[src/include/scd_pkg.sv]
// Purpose: shared constants for the switch configuration decoder and its bus master end
// Assumes: one clock, sys_clk at 100 MHz, asynchronous active-low reset
// Notes: register map belongs to the master end, reached over APB
//
// Summary of operation
// - address switch sampled only at power-up
// - zero address switch: master assigns node address
// - nonzero switch value is fixed node address
// - master assigns address equal to chain position
// - master talks only to addressed slaves
// - master reassigns addresses after topology change
// - master reports 2727 info 2 on mismatch
// - mismatch puts slave in pre-operational, service open
// - config switch latched only at power-up
// - bit 1 set: overload forces torque off
// - bit 1 clear: overload only warns
// - overload always warns controller and output
// - bits 2-7 select 8..25 A, default 5
// - several selects: smallest limit wins
package scd_pkg;

	localparam int SW_W = 8;
	localparam int LIM_W = 5;
	localparam logic [7:0] ADDR_AUTO = 8'h00;

	// current limits in amperes
	localparam logic [4:0] LIM_DEFAULT_A = 5'h05;
	localparam logic [4:0] LIM_B2_A = 5'h08;
	localparam logic [4:0] LIM_B3_A = 5'h0A;
	localparam logic [4:0] LIM_B4_A = 5'h0C;
	localparam logic [4:0] LIM_B5_A = 5'h10;
	localparam logic [4:0] LIM_B6_A = 5'h14;
	localparam logic [4:0] LIM_B7_A = 5'h19;

	// config switch field positions (bit 1 of the switch is index 0)
	localparam int CFG_TORQUE_BIT = 0;
	localparam int CFG_B2 = 1;
	localparam int CFG_B3 = 2;
	localparam int CFG_B4 = 3;
	localparam int CFG_B5 = 4;
	localparam int CFG_B6 = 5;
	localparam int CFG_B7 = 6;

	// slave states, gray coded along init -> preop -> op
	typedef enum logic [1:0] {
		SCD_INIT = 2'h0,
		SCD_PREOP = 2'h1,
		SCD_OP = 2'h3
	} scd_state_e;

	// master register offsets
	localparam logic [11:0] REG_CTRL = 12'h000;
	localparam logic [11:0] REG_POSITION = 12'h004;
	localparam logic [11:0] REG_STORED = 12'h008;
	localparam logic [11:0] REG_STATUS = 12'h00C;
	localparam logic [11:0] REG_ERROR = 12'h010;
	localparam logic [11:0] REG_INT_STATUS = 12'h014;
	localparam logic [11:0] REG_INT_CLEAR = 12'h018;
	localparam logic [11:0] REG_INT_ENABLE = 12'h01C;

	// field positions
	localparam int CTRL_AUTO = 0;
	localparam int CTRL_OPREQ = 1;
	localparam int STORED_EN = 8;
	localparam int ST_VALID = 8;
	localparam int ST_STATE_LO = 9;
	localparam int ST_WARN = 11;
	localparam int ST_CFGERR = 12;
	localparam int ERR_INFO_LO = 16;
	localparam int INT_W = 3;
	localparam int INT_WARN = 0;
	localparam int INT_CFGERR = 1;
	localparam int INT_ADDR = 2;

	// configuration error report
	localparam logic [15:0] CFG_ERR_CODE = 16'h0AA7;
	localparam logic [7:0] CFG_ERR_INFO = 8'h02;

endpackage

[src/include/scd_link_if.sv]
// Purpose: link between the switch decoder slave and the fieldbus master end
// Assumes: both ends clocked by sys_clk
// Notes: all signals are levels except assign_valid, a one-cycle pulse
`timescale 1ns/1ps
interface scd_link_if;
	logic assign_valid;
	logic [7:0] assign_addr;
	logic config_error;
	logic op_req;
	logic [7:0] node_addr;
	logic addr_valid;
	logic [1:0] slave_state;
	logic service_ready;
	logic overload_warn;

	modport device (
		input assign_valid, assign_addr, config_error, op_req,
		output node_addr, addr_valid, slave_state, service_ready, overload_warn
	);
	modport master (
		output assign_valid, assign_addr, config_error, op_req,
		input node_addr, addr_valid, slave_state, service_ready, overload_warn
	);
endinterface

[src/hdl/scd_master.sv]
// Purpose: fieldbus master end: assigns addresses, checks stored configuration
// Assumes: APB slave clocked by sys_clk, zero wait states
// Notes: one slave on the link; position register stands for its chain position
`timescale 1ns/1ps
module scd_master (
	// clock and reset
	input wire logic sys_clk,
	input wire logic resetn,
	// apb slave
	input wire logic psel,
	input wire logic penable,
	input wire logic pwrite,
	input wire logic [11:0] paddr,
	input wire logic [31:0] pwdata,
	output logic [31:0] prdata,
	output logic pready,
	output logic pslverr,
	// interrupt
	output logic irq,
	// fieldbus link
	scd_link_if.master link
);

	// ----------------------------------------------------------------
	// bus decode
	// ----------------------------------------------------------------
	logic acc;
	logic wr;
	logic mapped;
	assign acc = psel && penable;
	assign wr = acc && pwrite;
	assign pready = 1'b1;
	always_comb begin
		case (paddr)
			scd_pkg::REG_CTRL, scd_pkg::REG_POSITION, scd_pkg::REG_STORED,
			scd_pkg::REG_STATUS, scd_pkg::REG_ERROR, scd_pkg::REG_INT_STATUS,
			scd_pkg::REG_INT_CLEAR, scd_pkg::REG_INT_ENABLE: mapped = 1'b1;
			default: mapped = 1'b0;
		endcase
	end
	assign pslverr = acc && !mapped;

	// ----------------------------------------------------------------
	// registers and link control
	// ----------------------------------------------------------------
	logic [1:0] ctrl;
	logic [7:0] position;
	logic [8:0] stored;
	logic pending;
	logic assign_valid;
	logic cfg_err;
	logic [2:0] int_status;
	logic [2:0] int_enable;
	logic warn_d;
	logic valid_d;
	logic [31:0] rdata;
	logic [1:0] next_ctrl;
	logic [7:0] next_position;
	logic [8:0] next_stored;
	logic next_pending;
	logic next_assign_valid;
	logic next_cfg_err;
	logic [2:0] next_int_status;
	logic [2:0] next_int_enable;
	logic [2:0] events;
	logic [2:0] clr;
	logic [31:0] next_rdata;

	always_comb begin
		next_ctrl = ctrl;
		next_position = position;
		next_stored = stored;
		next_pending = pending;
		next_int_enable = int_enable;
		next_cfg_err = cfg_err;
		clr = 3'h0;
		if (wr && paddr == scd_pkg::REG_CTRL) begin
			next_ctrl = pwdata[1:0];
			if (pwdata[scd_pkg::CTRL_AUTO] && !ctrl[scd_pkg::CTRL_AUTO]) begin
				next_pending = 1'b1;
			end
		end
		if (wr && paddr == scd_pkg::REG_POSITION) begin
			next_position = pwdata[7:0];
			next_pending = 1'b1;
			next_cfg_err = 1'b0;
		end
		if (wr && paddr == scd_pkg::REG_STORED) begin
			next_stored = pwdata[8:0];
			next_cfg_err = 1'b0;
		end
		if (wr && paddr == scd_pkg::REG_INT_CLEAR) begin
			clr = pwdata[2:0];
		end
		if (wr && paddr == scd_pkg::REG_INT_ENABLE) begin
			next_int_enable = pwdata[2:0];
		end
		// one assignment pulse carrying the chain position
		next_assign_valid = 1'b0;
		if (pending && ctrl[scd_pkg::CTRL_AUTO] && !assign_valid) begin
			next_assign_valid = position != scd_pkg::ADDR_AUTO;
			next_pending = 1'b0;
		end
		if (link.addr_valid && stored[scd_pkg::STORED_EN] && link.node_addr != stored[7:0]) begin
			next_cfg_err = 1'b1;
		end
		events = 3'h0;
		events[scd_pkg::INT_WARN] = link.overload_warn && !warn_d;
		events[scd_pkg::INT_CFGERR] = next_cfg_err && !cfg_err;
		events[scd_pkg::INT_ADDR] = link.addr_valid && !valid_d;
		// an event in the clearing cycle stays set
		next_int_status = (int_status & ~clr) | events;
		next_rdata = 32'h0000_0000;
		case (paddr)
			scd_pkg::REG_CTRL: next_rdata[1:0] = ctrl;
			scd_pkg::REG_POSITION: next_rdata[7:0] = position;
			scd_pkg::REG_STORED: next_rdata[8:0] = stored;
			scd_pkg::REG_STATUS: begin
				next_rdata[7:0] = link.node_addr;
				next_rdata[scd_pkg::ST_VALID] = link.addr_valid;
				next_rdata[scd_pkg::ST_STATE_LO +: 2] = link.slave_state;
				next_rdata[scd_pkg::ST_WARN] = link.overload_warn;
				next_rdata[scd_pkg::ST_CFGERR] = cfg_err;
			end
			scd_pkg::REG_ERROR: begin
				if (cfg_err) begin
					next_rdata[15:0] = scd_pkg::CFG_ERR_CODE;
					next_rdata[scd_pkg::ERR_INFO_LO +: 8] = scd_pkg::CFG_ERR_INFO;
				end
			end
			scd_pkg::REG_INT_STATUS: next_rdata[2:0] = int_status;
			scd_pkg::REG_INT_ENABLE: next_rdata[2:0] = int_enable;
			default: next_rdata = 32'h0000_0000;
		endcase
	end

	always_ff @(posedge sys_clk or negedge resetn) begin
		if (!resetn) begin
			ctrl <= 2'h0;
			position <= 8'h00;
			stored <= 9'h000;
			pending <= 1'b0;
			assign_valid <= 1'b0;
			cfg_err <= 1'b0;
			int_status <= 3'h0;
			int_enable <= 3'h0;
			warn_d <= 1'b0;
			valid_d <= 1'b0;
			rdata <= 32'h0000_0000;
		end else begin
			ctrl <= next_ctrl;
			position <= next_position;
			stored <= next_stored;
			pending <= next_pending;
			assign_valid <= next_assign_valid;
			cfg_err <= next_cfg_err;
			int_status <= next_int_status;
			int_enable <= next_int_enable;
			warn_d <= link.overload_warn;
			valid_d <= link.addr_valid;
			rdata <= next_rdata;
		end
	end

	// read data registered in the setup cycle, valid in the access cycle
	assign prdata = rdata;
	assign irq = |(int_status & int_enable);
	assign link.assign_valid = assign_valid;
	assign link.assign_addr = position;
	assign link.config_error = cfg_err;
	// no operational request to a slave without an address
	assign link.op_req = ctrl[scd_pkg::CTRL_OPREQ] && link.addr_valid && !cfg_err;

endmodule

[src/flat_wrapper.sv]
// flat-port wrapper written by rule: the top's interface ports become plain ports
module scd_master_flat 
  (sys_clk, resetn, psel, penable, pwrite, paddr, pwdata, prdata, pready, pslverr, irq, link_assign_valid, link_assign_addr, link_config_error, link_op_req, link_node_addr, link_addr_valid, link_slave_state, link_service_ready, link_overload_warn);
  scd_link_if link_i ();
  input wire logic sys_clk;
  input wire logic resetn;
  input wire logic psel;
  input wire logic penable;
  input wire logic pwrite;
  input wire logic [11:0] paddr;
  input wire logic [31:0] pwdata;
  output logic [31:0] prdata;
  output logic pready;
  output logic pslverr;
  output logic irq;
  output wire logic [$bits(link_i.assign_valid)-1:0] link_assign_valid;
  output wire logic [$bits(link_i.assign_addr)-1:0] link_assign_addr;
  output wire logic [$bits(link_i.config_error)-1:0] link_config_error;
  output wire logic [$bits(link_i.op_req)-1:0] link_op_req;
  input wire logic [$bits(link_i.node_addr)-1:0] link_node_addr;
  input wire logic [$bits(link_i.addr_valid)-1:0] link_addr_valid;
  input wire logic [$bits(link_i.slave_state)-1:0] link_slave_state;
  input wire logic [$bits(link_i.service_ready)-1:0] link_service_ready;
  input wire logic [$bits(link_i.overload_warn)-1:0] link_overload_warn;
  assign link_assign_valid = link_i.assign_valid;
  assign link_assign_addr = link_i.assign_addr;
  assign link_config_error = link_i.config_error;
  assign link_op_req = link_i.op_req;
  assign link_i.node_addr = link_node_addr;
  assign link_i.addr_valid = link_addr_valid;
  assign link_i.slave_state = link_slave_state;
  assign link_i.service_ready = link_service_ready;
  assign link_i.overload_warn = link_overload_warn;
  scd_master u_core (.sys_clk(sys_clk), .resetn(resetn), .psel(psel), .penable(penable), .pwrite(pwrite), .paddr(paddr), .pwdata(pwdata), .prdata(prdata), .pready(pready), .pslverr(pslverr), .irq(irq), .link(link_i));
endmodule
[config.mk]
export PLATFORM = sky130hd
export DESIGN_NAME = scd_master_flat
export DESIGN_NICKNAME = d
export VERILOG_FILES = /design/src/include/scd_pkg.sv /design/src/include/scd_link_if.sv /design/src/hdl/scd_master.sv /design/src/flat_wrapper.sv
export SDC_FILE = /design/constraint.sdc
export NUM_CORES = 1
export LEC_CHECK = 0
export ABC_AREA = 1
export BUFFER_PORTS_ARGS = -buffer_cell sky130_fd_sc_hd__buf_2
export CORE_UTILIZATION = 43
export DETAILED_ROUTE_END_ITERATION = 6
export GPL_ROUTABILITY_DRIVEN = 1
export MAX_ROUTING_LAYER = met4
export PLACE_DENSITY = 0.77
export SETUP_SLACK_MARGIN = 0.4
export SLEW_MARGIN = 20
export SYNTH_ARGS = -nofsm -noshare
export SYNTH_HDL_FRONTEND = slang
export SYNTH_SLANG_ARGS = --single-unit
[constraint.sdc]
create_clock -name sys_clk -period 0.9 [get_ports sys_clk]
set_input_delay 0.045 -clock sys_clk [delete_from_list [all_inputs] [get_ports sys_clk]]
set_output_delay 0.045 -clock sys_clk [all_outputs]
set_load 0.1 [all_outputs]
# --- After elaboration in Yosys (flattened, before gate mapping) ---
# Memories as Yosys holds them, arrays and structs flattened.
# Cells that the tools add are included.
word_totals:
  regBits: 54
  rom_bits: 32
  in_bits: 62
  out_inout_bits: 46
  word_cells: 72
  n_memories: 1
mem_list:
  columns: ["name", "depth", "width", "read_ports", "rd_ports_with_merged_regs", "wr", "line", "source"]
  rows:
  - ["(no name shown)", 32, 1, 1, 0, 0, "scd_master.sv:34", "case (paddr)"]
op_classes:
  n_eq_ne: 8
  n_mux: 17
  n_bitwise: 4
  reduce_logical: 31
ops:
  columns: ["cell", "n"]
  rows:
  - ["$eq A12 B5 Y1 const B", 4]
  - ["$eq A12 B4 Y1 const B", 2]
  - ["$pmux W5 S4", 1]
  - ["$logic_and A1 B1 Y1", 18]
  - ["$mux W18", 1]
  - ["$pmux W2 S7", 1]
  - ["$eq A12 B3 Y1 const B", 1]
  - ["$logic_not A12 Y1", 1]
  - ["$mux W1", 9]
  - ["$ne A8 B8 Y1", 1]
  - ["$pmux W4 S2", 1]
  - ["$reduce_bool A8 Y1", 1]
  - ["$logic_not A7 Y1", 1]
  - ["$and A3 B3 Y3", 2]
  - ["$logic_not A1 Y1", 6]
  - ["$pmux W1 S6", 1]
  - ["$reduce_bool A3 Y1", 2]
  - ["$mux W5", 1]
  - ["$mux W3", 1]
  - ["$not A3 Y3", 1]
  - ["$or A3 B3 Y3", 1]
  - ["$pmux W1 S3", 1]
  - ["$reduce_or A3 Y1", 1]
  - ["$reduce_and A2 Y1", 1]

# --- Depth between registers and ports, before layout ---
depth:
  word_depth: 8
  ltp_mapped: 8
  ltp_nobuf: 7

# --- Worst setup path after synthesis ---
# OpenSTA, ideal clock, no wires.
synth_path:
  path_type: "flip-flop to output port"
  startpoint: "register u_core.cfg_err, in the netlist u_core.link.config_error"
  endpoint: "output link_op_req"
  arrival_ns: 2.189
  required_ns: 0.855
  slack_ns: -1.334
  path_stages_with_launch: 2
  n_path_buf: 0
  path_cell_list: "dfrtp_1 -> nor2_1"
synth_between:
  elab_chain_len: 2
synth_lines:
  columns: ["element", "line", "source"]
  rows:
  - ["start: declaration", "scd_master.sv:51", "logic cfg_err;"]
  - ["start signal: assignment", "scd_master.sv:156", "cfg_err <= next_cfg_err;"]
  - ["$logic_not A1 Y1", "scd_master.sv:172", "assign link.op_req = ctrl[scd_pkg::CTRL_OPREQ] && link.addr_valid && !cfg_err;"]
  - ["$logic_and A1 B1 Y1", "scd_master.sv:172", null]
  - ["end: declaration", "flat_wrapper.sv:19", "output wire logic [$bits(link_i.op_req)-1:0] link_op_req;"]
# No other way between the ends.

# --- Worst setup path after layout ---
layout_path:
  startpoint: "register u_core.stored[1]"
  endpoint: "register u_core.cfg_err, in the netlist u_core.link.config_error"
layout_between:
  elab_chain_len: 3
layout_lines:
  columns: ["element", "line", "source"]
  rows:
  - ["start: declaration", "scd_master.sv:48", "logic [8:0] stored;"]
  - ["start signal: assignment", "scd_master.sv:153", "stored <= next_stored;"]
  - ["$ne A8 B8 Y1", "scd_master.sv:104", "if (link.addr_valid && stored[scd_pkg::STORED_EN] && link.node_addr != stored[7:0]) begin"]
  - ["$logic_and A1 B1 Y1", "scd_master.sv:104", null]
  - ["$mux W1", "scd_master.sv:104", null]
  - ["net u_core.next_cfg_err", "scd_master.sv:62", "logic next_cfg_err;"]
# The timed path passes the listed nets, and every way through them passes these cells.
# A chain may end at the register's enable or synchronous reset.

==> impl_metrics.env <==
export IMPL_die_area_sq_um=5970
export IMPL_crit_start="u_core.stored[1]$_DFFE_PN0P_"
export IMPL_cap_viol_max_count=0
export IMPL_cp_end_kind="register"
export IMPL_post_route_util=0.877
export IMPL_hpwl_um=5140
export IMPL_period_share=1.44
export IMPL_worstHoldPathType="input port to asynchronous set/reset pin"
export IMPL_clockBufferDepth=2
export IMPL_total_power_w=0.00439
export IMPL_layout_drive_gt1_share=0.639
export IMPL_finalHoldViolations=50
export IMPL_status="finished, violations left"
export IMPL_worstReg2RegStart="u_core.stored[1]$_DFFE_PN0P_"
export IMPL_clkTransAtPathRegs_ns=0.09
export IMPL_grt_ovfl_total=0
export IMPL_drt_iter0_drc=240
export IMPL_clock_skew_ns=0.00932
export IMPL_worst_hold_slack_ns=-0.440
export IMPL_fp_row_count=27
export IMPL_nets=512
export IMPL_p_leak_nw=2.26
export IMPL_synth_area_sq_um=2440
export IMPL_powerDensity_nw_per_um2=916
export IMPL_wirelength_um=11400
export IMPL_synth_area_top_cells="dfrtp_1 (45%), nand2_1 (9.2%), nand3_1 (6.6%)"
export IMPL_cts_tree="done"
export IMPL_core_area_sq_um=5470
export IMPL_grt_pass1_vias=2803
export IMPL_htree_levels=2
export IMPL_synth_edf_count=0
export IMPL_max_freq_mhz=772
export IMPL_root_buffer="clkbuf_8"
export IMPL_vdd_ir_drop_worst_uv=685
export IMPL_critPathMaxStageDelay_ns=0.43
export IMPL_yosys_area_top_type="dfrtp_1"
export IMPL_viasPerCell=5.77
export IMPL_setup_viol=67
export IMPL_start_util=0.445
export IMPL_crit_arrival_ns=1.48
export IMPL_grt_first_pass_wirelength_um=14100
export IMPL_crit_path_max_fanout=3
export IMPL_grt_usage=0.324
export IMPL_cts_made_buffers=5
export IMPL_ant_nets=0
export IMPL_finalWorstSetupSlack_ns=-0.396
export IMPL_synth_cells=292
export IMPL_antenna_found_initial=0
export IMPL_vias=3017
export IMPL_gp_congestion=0.863
export IMPL_ys_seq_area_frac=0.452
export IMPL_first_pass_iters=5
export IMPL_cts_sinks=44
export IMPL_start_kind="register"
export IMPL_routedWlPerCell_um=21.7
export IMPL_setup_tns_ns=-9.73
export IMPL_violations="negative hold slack, negative setup slack"
export IMPL_crit_type="register to register"
export IMPL_synth_ff_type="dfrtp_1"
export IMPL_cp_required_ns=1.08
export IMPL_synth_cell_type_count=29
export IMPL_synth_seq_cells=44
export IMPL_grt_max_degree=39
export IMPL_insertion_delay_ns=0.31
export IMPL_synth_top_area_share=0.452
export IMPL_avgSynthCellArea_sq_um=8.34
export IMPL_numPortBuffers=64
export IMPL_place_ws_ns=-0.332
export IMPL_ys_async_sr_fraction=1.00
export IMPL_slowest_stage="dfrtp_1"
export IMPL_yosysWarningCount=0
export IMPL_syn2layout_area_growth_pct=96.9
export IMPL_n_antenna_cell=0
export IMPL_drc=0
export IMPL_die_y_um=77.3
export IMPL_rsz0062_at_grt="true"
export IMPL_min_period_ns=1.30
export IMPL_final_max_slew_violation_count=0
export IMPL_worstPathCellList="inv_1 > nand2_1 > nand4_1 > nor2_1 > nand2_2 > nand2_2 > nand2_1"
export IMPL_dieWidth_um=77.3
export IMPL_ios=108
-- kinds of logic (layout without fill, tap and decap cells) --
logic type,Yosys count,after routing,synth area share
compound gates,37,37,0.103
xor+xnor,2,2,0.00719
buf+inv,67,208,0.144
flops,44,44,0.452
other cells,2,19,0.00308
simple gates,140,141,0.291
-- metal layers --
layer / wire (um) / global-route usage / part of all wire / vias to the layer above
li1: - / - / - / 1218
met3: 1080 / 0.0655 / 0.095 / 97
met5: 0 / - / 0 / -
met1: 3840 / 0.352 / 0.34 / 1449
met2: 5510 / 0.552 / 0.48 / 253
met4: 941 / 0.179 / 0.083 / 0
-- critical path: cells and delay by family (launching register included) --
| kind | cells | cell delay (ns) |
|---|---|---|
| AND/OR/NAND/NOR | 6 | 0.66 |
| flip-flops | 1 | 0.43 |
| buffers and inverters | 1 | 0.09 |
-- cells in the mapped netlist, types with 2 or more instances --
| master | instances |
|---|---|
| buf_4 | 20 |
| buf_6 | 3 |
| conb_1 | 2 |
| dfrtp_1 | 44 |
| inv_1 | 38 |
| inv_2 | 4 |
| nand2_1 | 60 |
| nand2_4 | 2 |
| nand3_1 | 32 |
| nand3_2 | 2 |
| nand3_4 | 3 |
| nand4_1 | 7 |
| nor2_1 | 24 |
| nor2_2 | 2 |
| nor3_4 | 2 |
| nor4_1 | 2 |
| o21ai_0 | 13 |
| o21ai_1 | 6 |
| o21ai_2 | 15 |
| xnor2_1 | 2 |
-- path summary, 6_finish.rpt --
| check | to | slack [ns] | cells after the start |
|---|---|---|---|
| max | u_core.link.config_error$_DFF_PN0_ | -0.40 | 7 |
| min | u_core.prdata[11]$_DFF_PN0_ | -0.44 | 1 |
| max reg2reg | u_core.link.config_error$_DFF_PN0_ | -0.40 | 7 |
| min reg2reg | u_core.int_status[2]$_DFF_PN0_ | 0.42 | 1 |
| max in group asynchronous | u_core.prdata[8]$_DFF_PN0_ | 0.86 | 2 |
| min in group sys_clk | u_core.warn_d$_DFF_PN0_ | -0.14 | 1 |
-- what timing repair did --
action	CTS	global route
endpoints found under the hold margin	50	51
cloned	1	3
pin swaps	31	26
endpoints found under the setup margin	69	69
setup buffers	28	14
resized for setup	89	38
-- flip-flops by register name, summed over array words and instances, names as in the netlist, 2 cells and up --
signal	cells
u_core.stored	9
u_core.int_enable	3
u_core.link.assign_addr	8
u_core.prdata	14
u_core.ctrl	2
u_core.int_status	3
-- cell usage in the layout (no fill, tap or decap), types with 2 or more instances in the layout --
cell,n
buf_6,47
buf_4,41
inv_1,35
buf_12,34
nand2_1,33
buf_2,33
dfrtp_4,24
o21ai_2,23
nand3_1,20
dfrtp_1,20
conb_1,19
nor2_1,15
nand2_2,15
nand2_4,13
nand3_2,10
nor2_4,7
nand4_1,7
o21ai_1,7
nand3_4,7
clkbuf_8,5
nor2_2,4
nand2_8,3
nor3_4,3
o21ai_0,3
inv_4,2
inv_2,2
clkinv_2,2
nor4_4,2
clkbuf_16,2
-- report_power, final --
group          internal [W]  switching (W)  total [W]  leakage, nW
Clock              0.000825       0.000703    0.00153       0.0552
Sequential          0.00198     0.00000510    0.00199        0.531
Combinational      0.000205       0.000674   0.000879         1.68
-- stage by stage --
| stage | std cells | hold slack [ns] | cell area [sq um] |
|---|---|---|---|
| 6_report | 523 | -0.440 | 4800 |
| 5_1_grt | 523 | -0.424 | 4800 |
| 4_1_cts | 506 | -0.419 | 4470 |
| 3_5_place_dp | 469 | -0.103 | 3770 |
| 3_3_place_gp | 469 | -0.107 | 3770 |
| 2_1_floorplan | 309 | -0.251 | 2760 |
-- layout make-up --
cell class,instances,area [sq um]
well taps,72,90.1
flip-flops and latches,44,1190
clock inverters,2,35.0
clock buffers,6,72.6
repair buffers,157,1730
fillers,226,676
inverters,43,196
multi-input cells,199,1480
No activity file was read; power rests on OpenSTA's default activity.
